--- config.mk ---
export PLATFORM = sky130hd
export DESIGN_NAME = tmr_timer16
export DESIGN_NICKNAME = d
export VERILOG_FILES = /design/src/logic/tmr_pkg.sv /design/src/logic/tmr_timer16.sv
export SDC_FILE = /design/constraint.sdc
export NUM_CORES = 1
export LEC_CHECK = 0
export ABC_AREA = 1
export BUFFER_PORTS_ARGS = -buffer_cell sky130_fd_sc_hd__buf_2
export CORE_MARGIN = 1
export CORE_UTILIZATION = 63
export CTS_CLUSTER_SIZE = 8
export DETAILED_ROUTE_END_ITERATION = 16
export GPL_TIMING_DRIVEN = 1
export PLACE_DENSITY = 0.91
export SLEW_MARGIN = 15
export SYNTH_ARGS = -nofsm -noshare
export SYNTH_HDL_FRONTEND = slang
export SYNTH_SLANG_ARGS = --single-unit
--- constraint.sdc ---
create_clock -name i_clk -period 5.3 [get_ports i_clk]
set_input_delay 1.06 -clock i_clk [delete_from_list [all_inputs] [get_ports i_clk]]
set_output_delay 1.06 -clock i_clk [all_outputs]
set_load 0.05 [all_outputs]
--- src/logic/tmr_pkg.sv ---
// Package: register map, fields and encodings of the 16-bit timer
package tmr_pkg;
    // ==========================================
    // Register offsets
    localparam logic [7:0] TMR_ADDR_CNT_LOW  = 8'he2;
    localparam logic [7:0] TMR_ADDR_CNT_HIGH = 8'he3;
    localparam logic [7:0] TMR_ADDR_CTL_STS  = 8'he4;
    localparam logic [7:0] TMR_ADDR_CH0_CTL  = 8'he5;
    // ==========================================
    // Reset values and counter constants
    localparam logic [7:0]  TMR_RST_CTL_STS = 8'h00;
    localparam logic [7:0]  TMR_RST_CH0_CTL = 8'h40;
    localparam logic [15:0] TMR_CNT_ZERO    = 16'h0000;
    localparam logic [15:0] TMR_CNT_MAX     = 16'hffff;
    localparam logic [15:0] TMR_CNT_ONE     = 16'h0001;
    // ==========================================
    // Control/status fields
    localparam int TMR_CH2_FLAG_BIT = 7;
    localparam int TMR_CH1_FLAG_BIT = 6;
    localparam int TMR_CH0_FLAG_BIT = 5;
    localparam int TMR_OVF_FLAG_BIT = 4;
    localparam int TMR_DIV_HI       = 3;
    localparam int TMR_DIV_LO       = 2;
    localparam int TMR_MODE_HI      = 1;
    localparam int TMR_MODE_LO      = 0;
    // ==========================================
    // Channel 0 control fields
    localparam int TMR_SRC_BIT    = 7;
    localparam int TMR_MASK_BIT   = 6;
    localparam int TMR_ACT_HI     = 5;
    localparam int TMR_ACT_LO     = 3;
    localparam int TMR_CMPMODE_BIT = 2;
    localparam int TMR_EDGE_HI    = 1;
    localparam int TMR_EDGE_LO    = 0;
    // ==========================================
    // Prescaler
    localparam int         TMR_PRE_W     = 7;
    localparam logic [6:0] TMR_PRE_END8  = 7'h07;
    localparam logic [6:0] TMR_PRE_END32 = 7'h1f;
    localparam logic [6:0] TMR_PRE_END128 = 7'h7f;
    localparam logic [6:0] TMR_PRE_STEP  = 7'h01;
    // ==========================================
    // Encodings
    typedef enum logic [1:0] {TMR_MODE_STOP = 2'h0, TMR_MODE_FREE = 2'h1,
                              TMR_MODE_MOD = 2'h2, TMR_MODE_UPDN = 2'h3} tmr_mode_t;
    typedef enum logic [1:0] {TMR_DIV_1 = 2'h0, TMR_DIV_8 = 2'h1,
                              TMR_DIV_32 = 2'h2, TMR_DIV_128 = 2'h3} tmr_div_t;
    typedef enum logic [2:0] {TMR_ACT_SET = 3'h0, TMR_ACT_CLR = 3'h1, TMR_ACT_TGL = 3'h2,
                              TMR_ACT_SETUP = 3'h3, TMR_ACT_CLRUP = 3'h4} tmr_act_t;
    localparam logic [1:0] TMR_EDGE_NONE = 2'h0;
    localparam logic [1:0] TMR_EDGE_RISE = 2'h1;
    localparam logic [1:0] TMR_EDGE_FALL = 2'h2;
    localparam logic [1:0] TMR_EDGE_BOTH = 2'h3;
endpackage

--- src/logic/tmr_timer16.sv ---
// Module: 16-bit timer counter, control/status and channel 0 capture/compare
`timescale 1ns/1ps
module tmr_timer16
(
    input  wire logic        i_clk,
    input  wire logic        i_rst_n,
    input  wire logic        i_tick,
    input  wire logic [7:0]  i_addr,
    input  wire logic [7:0]  i_wdata,
    input  wire logic        i_wr,
    input  wire logic        i_rd,
    output logic      [7:0]  o_rdata,
    input  wire logic [15:0] i_ch0_compare_value,
    input  wire logic        i_capture_pin,
    input  wire logic        i_radio_event,
    input  wire logic        i_ch1_event,
    input  wire logic        i_ch2_event,
    input  wire logic [2:0]  i_other_irq_mask,
    output logic      [15:0] o_counter_value,
    output logic      [15:0] o_ch0_capture_value,
    output logic             o_ch0_output,
    output logic             o_irq_pulse
);
    import tmr_pkg::*;

    // ==========================================
    // Registers
    logic [15:0] cnt_reg;
    logic [15:0] cnt_next;
    logic        down_reg;
    logic        down_next;
    logic [7:0]  high_buf_reg;
    logic [3:0]  flag_reg;
    logic [3:0]  flag_next;
    logic [3:0]  flag_set;
    logic [1:0]  div_reg;
    logic [1:0]  mode_reg;
    logic [7:0]  ch0_ctl_reg;
    logic [6:0]  pre_reg;
    logic        cap_s1_reg;
    logic        cap_s2_reg;
    logic        cap_s3_reg;
    logic [3:0]  mask_prev_reg;
    logic        out_reg;

    logic        wr_low;
    logic        wr_ctl;
    logic        wr_ch0;
    logic        rd_low;
    logic        step;
    logic        ovf_evt;
    logic        zero_turn;
    logic        match;
    logic        match_up;
    logic        at_zero;
    logic        cap_edge;
    logic        cap_evt;
    logic        cmp_mode;
    logic [3:0]  mask_all;
    tmr_mode_t   mode;
    tmr_div_t    div;
    tmr_act_t    act;
    logic [1:0]  edge_sel;

    assign mode     = tmr_mode_t'(mode_reg);
    assign div      = tmr_div_t'(div_reg);
    assign act      = tmr_act_t'(ch0_ctl_reg[TMR_ACT_HI:TMR_ACT_LO]);
    assign edge_sel = ch0_ctl_reg[TMR_EDGE_HI:TMR_EDGE_LO];
    assign cmp_mode = ch0_ctl_reg[TMR_CMPMODE_BIT];
    assign wr_low   = i_wr && (i_addr == TMR_ADDR_CNT_LOW);
    assign wr_ctl   = i_wr && (i_addr == TMR_ADDR_CTL_STS);
    assign wr_ch0   = i_wr && (i_addr == TMR_ADDR_CH0_CTL);
    assign rd_low   = i_rd && (i_addr == TMR_ADDR_CNT_LOW);

    // ==========================================
    // Prescaler
    always_ff @(posedge i_clk or negedge i_rst_n)
    begin
        if (!i_rst_n)
            pre_reg <= '0;
        else if (i_tick)
            pre_reg <= pre_reg + TMR_PRE_STEP;
    end

    always_comb
    begin
        step = 1'b0;
        unique case (div)
            TMR_DIV_1:   step = i_tick;
            TMR_DIV_8:   step = i_tick && (pre_reg[2:0] == TMR_PRE_END8[2:0]);
            TMR_DIV_32:  step = i_tick && (pre_reg[4:0] == TMR_PRE_END32[4:0]);
            TMR_DIV_128: step = i_tick && (pre_reg == TMR_PRE_END128);
        endcase
    end

    // ==========================================
    // Counter
    always_comb
    begin
        cnt_next  = cnt_reg;
        down_next = down_reg;
        ovf_evt   = 1'b0;
        zero_turn = 1'b0;
        unique case (mode)
            TMR_MODE_STOP:
            begin
                cnt_next = cnt_reg;
            end
            TMR_MODE_FREE:
            begin
                cnt_next = cnt_reg + TMR_CNT_ONE;
                ovf_evt  = (cnt_reg == TMR_CNT_MAX);
                down_next = 1'b0;
            end
            TMR_MODE_MOD:
            begin
                down_next = 1'b0;
                if (cnt_reg >= i_ch0_compare_value)
                begin
                    cnt_next = TMR_CNT_ZERO;
                    ovf_evt  = 1'b1;
                end
                else
                    cnt_next = cnt_reg + TMR_CNT_ONE;
            end
            TMR_MODE_UPDN:
            begin
                if (down_reg)
                begin
                    if (cnt_reg == TMR_CNT_ZERO)
                    begin
                        down_next = 1'b0;
                        cnt_next  = TMR_CNT_ONE;
                        ovf_evt   = 1'b1;
                        zero_turn = 1'b1;
                    end
                    else
                        cnt_next = cnt_reg - TMR_CNT_ONE;
                end
                else if (cnt_reg >= i_ch0_compare_value)
                begin
                    down_next = 1'b1;
                    if (cnt_reg != TMR_CNT_ZERO)
                        cnt_next = cnt_reg - TMR_CNT_ONE;
                end
                else
                    cnt_next = cnt_reg + TMR_CNT_ONE;
            end
        endcase
    end

    always_ff @(posedge i_clk or negedge i_rst_n)
    begin
        if (!i_rst_n)
        begin
            cnt_reg  <= TMR_CNT_ZERO;
            down_reg <= 1'b0;
        end
        else if (wr_low)
        begin
            cnt_reg  <= TMR_CNT_ZERO;
            down_reg <= 1'b0;
        end
        else if (step && (mode != TMR_MODE_STOP))
        begin
            cnt_reg  <= cnt_next;
            down_reg <= down_next;
        end
    end

    // ==========================================
    // Compare events, taken when the count lands on a value
    assign match    = step && (mode != TMR_MODE_STOP) && !wr_low
                      && (cnt_next == i_ch0_compare_value);
    assign match_up = match && !down_next;
    assign at_zero  = step && (mode != TMR_MODE_STOP) && !wr_low
                      && (cnt_next == TMR_CNT_ZERO);

    always_ff @(posedge i_clk or negedge i_rst_n)
    begin
        if (!i_rst_n)
            out_reg <= 1'b0;
        else if (cmp_mode)
        begin
            unique case (act)
                TMR_ACT_SET:
                begin
                    if (match)
                        out_reg <= 1'b1;
                end
                TMR_ACT_CLR:
                begin
                    if (match)
                        out_reg <= 1'b0;
                end
                TMR_ACT_TGL:
                begin
                    if (match)
                        out_reg <= !out_reg;
                end
                TMR_ACT_SETUP:
                begin
                    if (match_up)
                        out_reg <= 1'b1;
                    else if (mode == TMR_MODE_UPDN ? (match && down_next) : at_zero)
                        out_reg <= 1'b0;
                end
                TMR_ACT_CLRUP:
                begin
                    if (match_up)
                        out_reg <= 1'b0;
                    else if (mode == TMR_MODE_UPDN ? (match && down_next) : at_zero)
                        out_reg <= 1'b1;
                end
                default:
                begin
                    out_reg <= out_reg;
                end
            endcase
        end
    end

    // ==========================================
    // Capture input synchroniser and edge detect
    always_ff @(posedge i_clk or negedge i_rst_n)
    begin
        if (!i_rst_n)
        begin
            cap_s1_reg <= 1'b0;
            cap_s2_reg <= 1'b0;
            cap_s3_reg <= 1'b0;
        end
        else
        begin
            cap_s1_reg <= i_capture_pin;
            cap_s2_reg <= cap_s1_reg;
            cap_s3_reg <= cap_s2_reg;
        end
    end

    always_comb
    begin
        cap_edge = 1'b0;
        unique case (edge_sel)
            TMR_EDGE_NONE: cap_edge = 1'b0;
            TMR_EDGE_RISE: cap_edge = cap_s2_reg && !cap_s3_reg;
            TMR_EDGE_FALL: cap_edge = !cap_s2_reg && cap_s3_reg;
            TMR_EDGE_BOTH: cap_edge = cap_s2_reg != cap_s3_reg;
        endcase
    end

    assign cap_evt = !cmp_mode && (ch0_ctl_reg[TMR_SRC_BIT]
                     ? (i_radio_event && (edge_sel != TMR_EDGE_NONE))
                     : cap_edge);

    always_ff @(posedge i_clk or negedge i_rst_n)
    begin
        if (!i_rst_n)
            o_ch0_capture_value <= TMR_CNT_ZERO;
        else if (cap_evt)
            o_ch0_capture_value <= cnt_reg;
    end

    // ==========================================
    // Event flags
    always_comb
    begin
        flag_set    = '0;
        flag_set[0] = ovf_evt && step;
        flag_set[3] = i_ch2_event;
        flag_set[2] = i_ch1_event;
        if (cmp_mode)
            flag_set[1] = (mode == TMR_MODE_UPDN) ? (zero_turn && step && !wr_low) : match;
        else
            flag_set[1] = cap_evt;
        if (wr_low)
            flag_set[0] = 1'b0;
    end

    always_comb
    begin
        flag_next = flag_reg;
        if (wr_ctl)
            flag_next = flag_reg & {i_wdata[TMR_CH2_FLAG_BIT], i_wdata[TMR_CH1_FLAG_BIT],
                                    i_wdata[TMR_CH0_FLAG_BIT], i_wdata[TMR_OVF_FLAG_BIT]};
        flag_next = flag_next | flag_set;
    end

    always_ff @(posedge i_clk or negedge i_rst_n)
    begin
        if (!i_rst_n)
            flag_reg <= '0;
        else
            flag_reg <= flag_next;
    end

    // ==========================================
    // Control registers
    always_ff @(posedge i_clk or negedge i_rst_n)
    begin
        if (!i_rst_n)
        begin
            div_reg  <= TMR_RST_CTL_STS[TMR_DIV_HI:TMR_DIV_LO];
            mode_reg <= TMR_RST_CTL_STS[TMR_MODE_HI:TMR_MODE_LO];
        end
        else if (wr_ctl)
        begin
            div_reg  <= i_wdata[TMR_DIV_HI:TMR_DIV_LO];
            mode_reg <= i_wdata[TMR_MODE_HI:TMR_MODE_LO];
        end
    end

    always_ff @(posedge i_clk or negedge i_rst_n)
    begin
        if (!i_rst_n)
            ch0_ctl_reg <= TMR_RST_CH0_CTL;
        else if (wr_ch0)
            ch0_ctl_reg <= i_wdata;
    end

    // ==========================================
    // Interrupt request pulse
    assign mask_all = {i_other_irq_mask[1], i_other_irq_mask[0],
                       ch0_ctl_reg[TMR_MASK_BIT], i_other_irq_mask[2]};

    always_ff @(posedge i_clk or negedge i_rst_n)
    begin
        if (!i_rst_n)
        begin
            mask_prev_reg <= '0;
            o_irq_pulse   <= 1'b0;
        end
        else
        begin
            mask_prev_reg <= mask_all;
            o_irq_pulse   <= |(flag_set & mask_all)
                             | |(mask_all & ~mask_prev_reg & flag_reg);
        end
    end

    // ==========================================
    // Read port
    always_ff @(posedge i_clk or negedge i_rst_n)
    begin
        if (!i_rst_n)
            high_buf_reg <= '0;
        else if (rd_low)
            high_buf_reg <= cnt_reg[15:8];
    end

    always_ff @(posedge i_clk or negedge i_rst_n)
    begin
        if (!i_rst_n)
            o_rdata <= '0;
        else if (i_rd)
        begin
            unique case (i_addr)
                TMR_ADDR_CNT_LOW:  o_rdata <= cnt_reg[7:0];
                TMR_ADDR_CNT_HIGH: o_rdata <= high_buf_reg;
                TMR_ADDR_CTL_STS:  o_rdata <= {flag_reg, div_reg, mode_reg};
                TMR_ADDR_CH0_CTL:  o_rdata <= ch0_ctl_reg;
                default:           o_rdata <= '0;
            endcase
        end
        else
            o_rdata <= '0;
    end

    assign o_counter_value = cnt_reg;
    assign o_ch0_output    = out_reg;
endmodule

# Word-level counts from Yosys, hierarchy flattened
# Cells that the tools add are included.
# op_classes
n_addsub	3
muxes	36
magnitude_cmp	1
n_eq_ne	28
shift	0
div_mod_pow	0
bitwise_logic	7
reduce_logical	41
multipliers	0
# op_table
op	count
16-bit two-way mux	7
16-bit case mux with 4 select lines	1
8-bit == test (second input constant)	4
16-bit zero test	2
8-bit case mux with 4 select lines	1
1-bit logical AND	20
1-bit two-way mux	20
16-bit by 1-bit adder with 16-bit output (second input constant)	1
4-bit AND	4
16-bit == test	1
16-bit == test (second input constant)	1
16-bit >= comparator	1
16-bit nonzero test	1
16-bit by 1-bit subtractor with 16-bit output (second input constant)	1
2-bit == test (second input constant)	6
8-bit two-way mux	1
1-bit case mux with 4 select lines	2
4-bit OR reduction	2
7-bit by 1-bit adder with 7-bit output (second input constant)	1
7-bit == test (second input constant)	1
7-bit AND reduction	1
2-bit by 1-bit == test with 1-bit output (second input constant)	3
3-bit by 2-bit == test with 1-bit output (second input constant)	2
3-bit == test (second input constant)	2
other kinds (18)	30
# totals
mem_bits_ro	0
reg_bits	81
mem_count	0
output_inout_bits	42
ramBits	0
inputBits	44
latch_bits	0

# Longest topological paths before layout
# logic_depth
depth_word	12
mapped_depth	28
ltp_nobuf	27

# Worst setup path before layout
# No wires, ideal clock.
# synth_path
kind	input to register
start	input i_ch0_compare_value[7]
end	register out_reg, in the netlist o_ch0_output
slack_ns	2.132
setup_ns	0.118
n_path_buf	1
arrival_time_ns	3.050
cell_stages	27
path_cell_list	inv_1 ha_1 nand2_1 inv_1 nand2_1 nand2_1 nor2_1 nand2_1 nand2_1 nand3_1 nand2_1 clkbuf_2 nand2_1 nand2_1 nand2_1 nand2_1 nand2_1 inv_1 nand2_1 nor2_1 nand2_1 nor2_1 nand3_1 nand2_1 nand4_1 nand2_1 nand2_1
# synth_between
elab_chain_len	10
word_cells_on_any_way	25
classes_between	order compare (1); eq/ne (6); mux (11); reduce/logical (7)
# synth_rtl
item	line_no	rtl
start: declaration	tmr_timer16.sv:13	input wire logic [15:0] i_ch0_compare_value,
16-bit >= comparator	tmr_timer16.sv:118, tmr_timer16.sv:140	
16-bit two-way mux	tmr_timer16.sv:140	else if (cnt_reg >= i_ch0_compare_value)
16-bit two-way mux	tmr_timer16.sv:128	if (down_reg)
16-bit case mux with 4 select lines	tmr_timer16.sv:104	unique case (mode)
16-bit == test	tmr_timer16.sv:174	&& (cnt_next == i_ch0_compare_value);
1-bit logical AND	tmr_timer16.sv:174	
1-bit logical AND	tmr_timer16.sv:205, tmr_timer16.sv:212	
1-bit two-way mux	tmr_timer16.sv:205, tmr_timer16.sv:212	
3-bit != test (no source line)	--	
7-bit AND reduction (no source line)	--	
end signal: assignment	tmr_timer16.sv:199	out_reg <= !out_reg;
end signal: assignment	tmr_timer16.sv:217	out_reg <= out_reg;
end: declaration	tmr_timer16.sv:44	logic out_reg;
# Parallel ways exist; a longest one is shown, timed or not.
# A chain may end at the register's enable or synchronous reset.

# Final worst setup path
# layout_path
start	input i_ch0_compare_value[5]
end	register o_irq_pulse
# layout_between
elab_chain_len	11
word_cells_on_any_way	16
classes_between	order compare (1); eq/ne (1); mux (9); bitwise (2); reduce/logical (3)
# layout_rtl
item	line_no	rtl
16-bit >= comparator	tmr_timer16.sv:118, tmr_timer16.sv:140	
16-bit two-way mux	tmr_timer16.sv:140	
16-bit two-way mux	tmr_timer16.sv:128	
16-bit case mux with 4 select lines	tmr_timer16.sv:104	
16-bit == test	tmr_timer16.sv:174	
1-bit logical AND	tmr_timer16.sv:174	
1-bit two-way mux	tmr_timer16.sv:273	flag_set[1] = (mode == TMR_MODE_UPDN) ? (zero_turn && step && !wr_low) : match;
1-bit two-way mux	tmr_timer16.sv:272	if (cmp_mode)
4-bit AND *	tmr_timer16.sv:336	o_irq_pulse <= |(flag_set & mask_all)
4-bit OR reduction *	tmr_timer16.sv:336	
1-bit OR *	tmr_timer16.sv:337	| |(mask_all & ~mask_prev_reg & flag_reg);
end signal: assignment	tmr_timer16.sv:336	
end: declaration	tmr_timer16.sv:22	output logic o_irq_pulse
# Mark *: on every way between the ends. The rest lies on a longest branch, timed or not.

==> flow_summary.json <==
{
  "drc": 0,
  "io_pins": 86,
  "grt_start_max_net_pins": 82,
  "finalClockSkew_ns": 0.0173,
  "vias": 6046,
  "nets": 974,
  "hold_path_class": "flop to flop",
  "wl_met2_mm": 7.15,
  "cp.arrival_ns": 4.28,
  "fmax_ghz": 0.252,
  "core_area_um2": 8760,
  "n_fill_cell": 736,
  "dieArea_um2": 9440,
  "drtIter0Drc": 722,
  "synth_edf_count": 0,
  "place_hpwl_mm": 12.7,
  "numCtsBuffers": 9,
  "cts_hold_buf": 0,
  "synth_top_flop_cell": "dfrtp_1",
  "grt_pass1_wl_mm": 26.8,
  "synthCells": 824,
  "fin_crit_sh": 0.748,
  "ys_ff_latch": 81,
  "num_rows": 34,
  "drt-met1-wl_mm": 7.00,
  "critPathKind": "input pin to flop",
  "post_cts_buffers": 0,
  "cts_max_level": 3,
  "wl_per_cell_um": 16.5,
  "tns_ns": 0,
  "synthDistinctLibCells": 45,
  "critPathMaxFanout": 15,
  "post-place-ws_ns": 1.08,
  "clk-insertion-delay-late_ns": 0.37,
  "ir_drop_mv": 0.351,
  "clk_path_buf_depth": 2,
  "post-route-util": 0.731,
  "worstReg2RegStart": "o_counter_value[7]$_DFFE_PN0P_",
  "grt_use_total": 0.362,
  "yosysWarnings": 0,
  "antenna_found_initial": 0,
  "final_hold_viol_count": 0,
  "worst_pin_slew_ns": 1.00,
  "synth_nets": 893,
  "synthArstFlopShare": 1.00,
  "clockRootBuffer": "clkbuf_8",
  "drv_slew": 0,
  "synth_top_area_cell": "dfrtp_1",
  "relSlewSlack": 0.327,
  "rrSetupSlack_ns": 1.46,
  "synth_area_per_cell_um2": 6.92,
  "synth_top_area_frac": 0.351,
  "r2r_cells": 22,
  "drt_wl_total_mm": 16.8,
  "io_buffers": 85,
  "drive_above_1_share": 0.141,
  "crit-reg2reg-capture": "o_irq_pulse$_DFF_PN0_",
  "period_minus_slack_ns": 3.96,
  "synth_area_um2": 5700,
  "maxUsedRoutingLayer": "met4",
  "yosysMostFrequentCell": "nand2_1",
  "grt_pass1_vias": 5343,
  "gr-total-overflow": 0,
  "start_util": 0.651,
  "end_kind": "flop",
  "startpoint_type": "input pin",
  "worstSetupStartpoint": "i_ch0_compare_value[5]",
  "clkTransAtPathRegs_ns": 0.09,
  "min_from": "cap_s1_reg$_DFF_PN0_",
  "p_per_area_nw_per_um2": 518,
  "setup_ws_ns": 1.34,
  "leakagePower_nw": 3.40,
  "die_h_um": 97.2,
  "drt_pass1_iterations": 6,
  "ant_nets": 0,
  "syn2layout_area_growth_pct": 12.3,
  "setup_violations": 0,
  "rsz0062_at_grt": "no",
  "required_ns": 5.61,
  "whs_path_depth": 0,
  "power_mw": 3.32,
  "cap_violations": 0,
  "hold-worst-slack_ns": 0.362,
  "netlist_top_cells_count": "nand2_1 (239), inv_1 (95), nor2_1 (88)",
  "vias_per_cell": 5.94,
  "clock-sinks": 81,
  "cts_tree": "done",
  "die_width_um": 97.2,
  "status": "completed",
  "num_antenna_cells": 0,
  "ys_top_cells_by_area": "dfrtp_1 (35%), nand2_1 (16%), inv_1 (6.3%)",
  "hold_end": "cap_s2_reg$_DFF_PN0_",
  "routabilityCongestion": 1.08,
  "dr_wl_met3_mm": 1.99,
  "postCtsResizedCells": 0,
  "yosysSeqAreaShare": 0.356
}
[layer usage]
| metal | up-vias | GRT usage |
|---|---|---|
| met2 | 415 | 0.539 |
| li1 | 2879 | - |
| met3 | 69 | 0.0540 |
| met5 | - | 0 |
| met4 | 0 | 0.149 |
| met1 | 2683 | 0.528 |
[final cells by class]
cell class / count / area (µm²) / share of cell area
Multi-Input combinational cell: 622 / 3190 / 0.498
Sequential cell: 81 / 2030 / 0.316
Timing Repair Buffer: 89 / 458 / 0.0715
Inverter: 102 / 383 / 0.0597
Clock buffer: 10 / 138 / 0.0215
Tap cell: 108 / 135 / 0.0211
Clock inverter: 6 / 73.8 / 0.0115
[per-stage QoR]
stage | instance area [µm²] | std cells
final | 6410 | 1018
after global routing | 6410 | 1018
after CTS | 6410 | 1018
after detailed placement | 6200 | 1002
after global placement | 6200 | 1002
after floorplan | 5700 | 824
[worst max-delay path: stages]
cell and delay, ns:
buf_2 0.10, inv_1 0.07, ha_1 0.31, nand2_1 0.07, inv_1 0.03, nand2_1 0.07, nor2_1 0.05, nor2_1 0.08
nand2_1 0.06, nand2_1 0.37, nand3_1 0.17, nand2_1 0.36, o21ai_0 0.15, nand3_1 0.17, nand2_1 0.12, nand2_1 0.07
nand2_1 0.10, nor2_1 0.11, nand2_1 0.06, nor2_1 0.11, nand3_1 0.16, nand2_1 0.12, nand2_1 0.10, nand2_1 0.08
nand2_1 0.05, nand2_1 0.05
[layout by cell type (no fill, tap or decap), types with 7 or more instances in the layout]
master    instances
a21oi_1          22
dfrtp_1          80
clkbuf_8         10
nand3_1          70
ha_1             25
inv_1            95
buf_2            84
xor2_1           22
o22ai_1          24
a221oi_1          7
o21ai_0          57
nand2_1         239
nor2_1           88
nand4_1          22
[where the power goes]
group          switching, mW  internal [mW]  total, mW
sequential             0.202          0.762      0.964
combinational           1.36          0.508       1.86
clock                  0.252          0.237      0.490
[worst max path at each step]
stage                                    end  slack [ns]  depth (start not counted)
global placement       o_irq_pulse$_DFF_PN0_        1.07                         26
floorplan           o_ch0_output$_DFFE_PN0P_        2.13                         27
finish                 o_irq_pulse$_DFF_PN0_        1.34                         26
global route           o_irq_pulse$_DFF_PN0_        1.01                         22
CTS                    o_irq_pulse$_DFF_PN0_        1.45                         26
detailed placement     o_irq_pulse$_DFF_PN0_        1.08                         26
[logic make-up (layout without fill, tap and decap cells)]
kind of cell / Yosys count / after routing / share of synthesized area
compound gates: 124 / 124 / 0.123
flops: 81 / 81 / 0.356
buf+inv: 121 / 207 / 0.0847
simple gates: 449 / 449 / 0.345
mux: 1 / 1 / 0.00197
xor+xnor: 23 / 23 / 0.0353
fa+ha+maj: 25 / 25 / 0.0548
(Power assumes the default switching activity.)
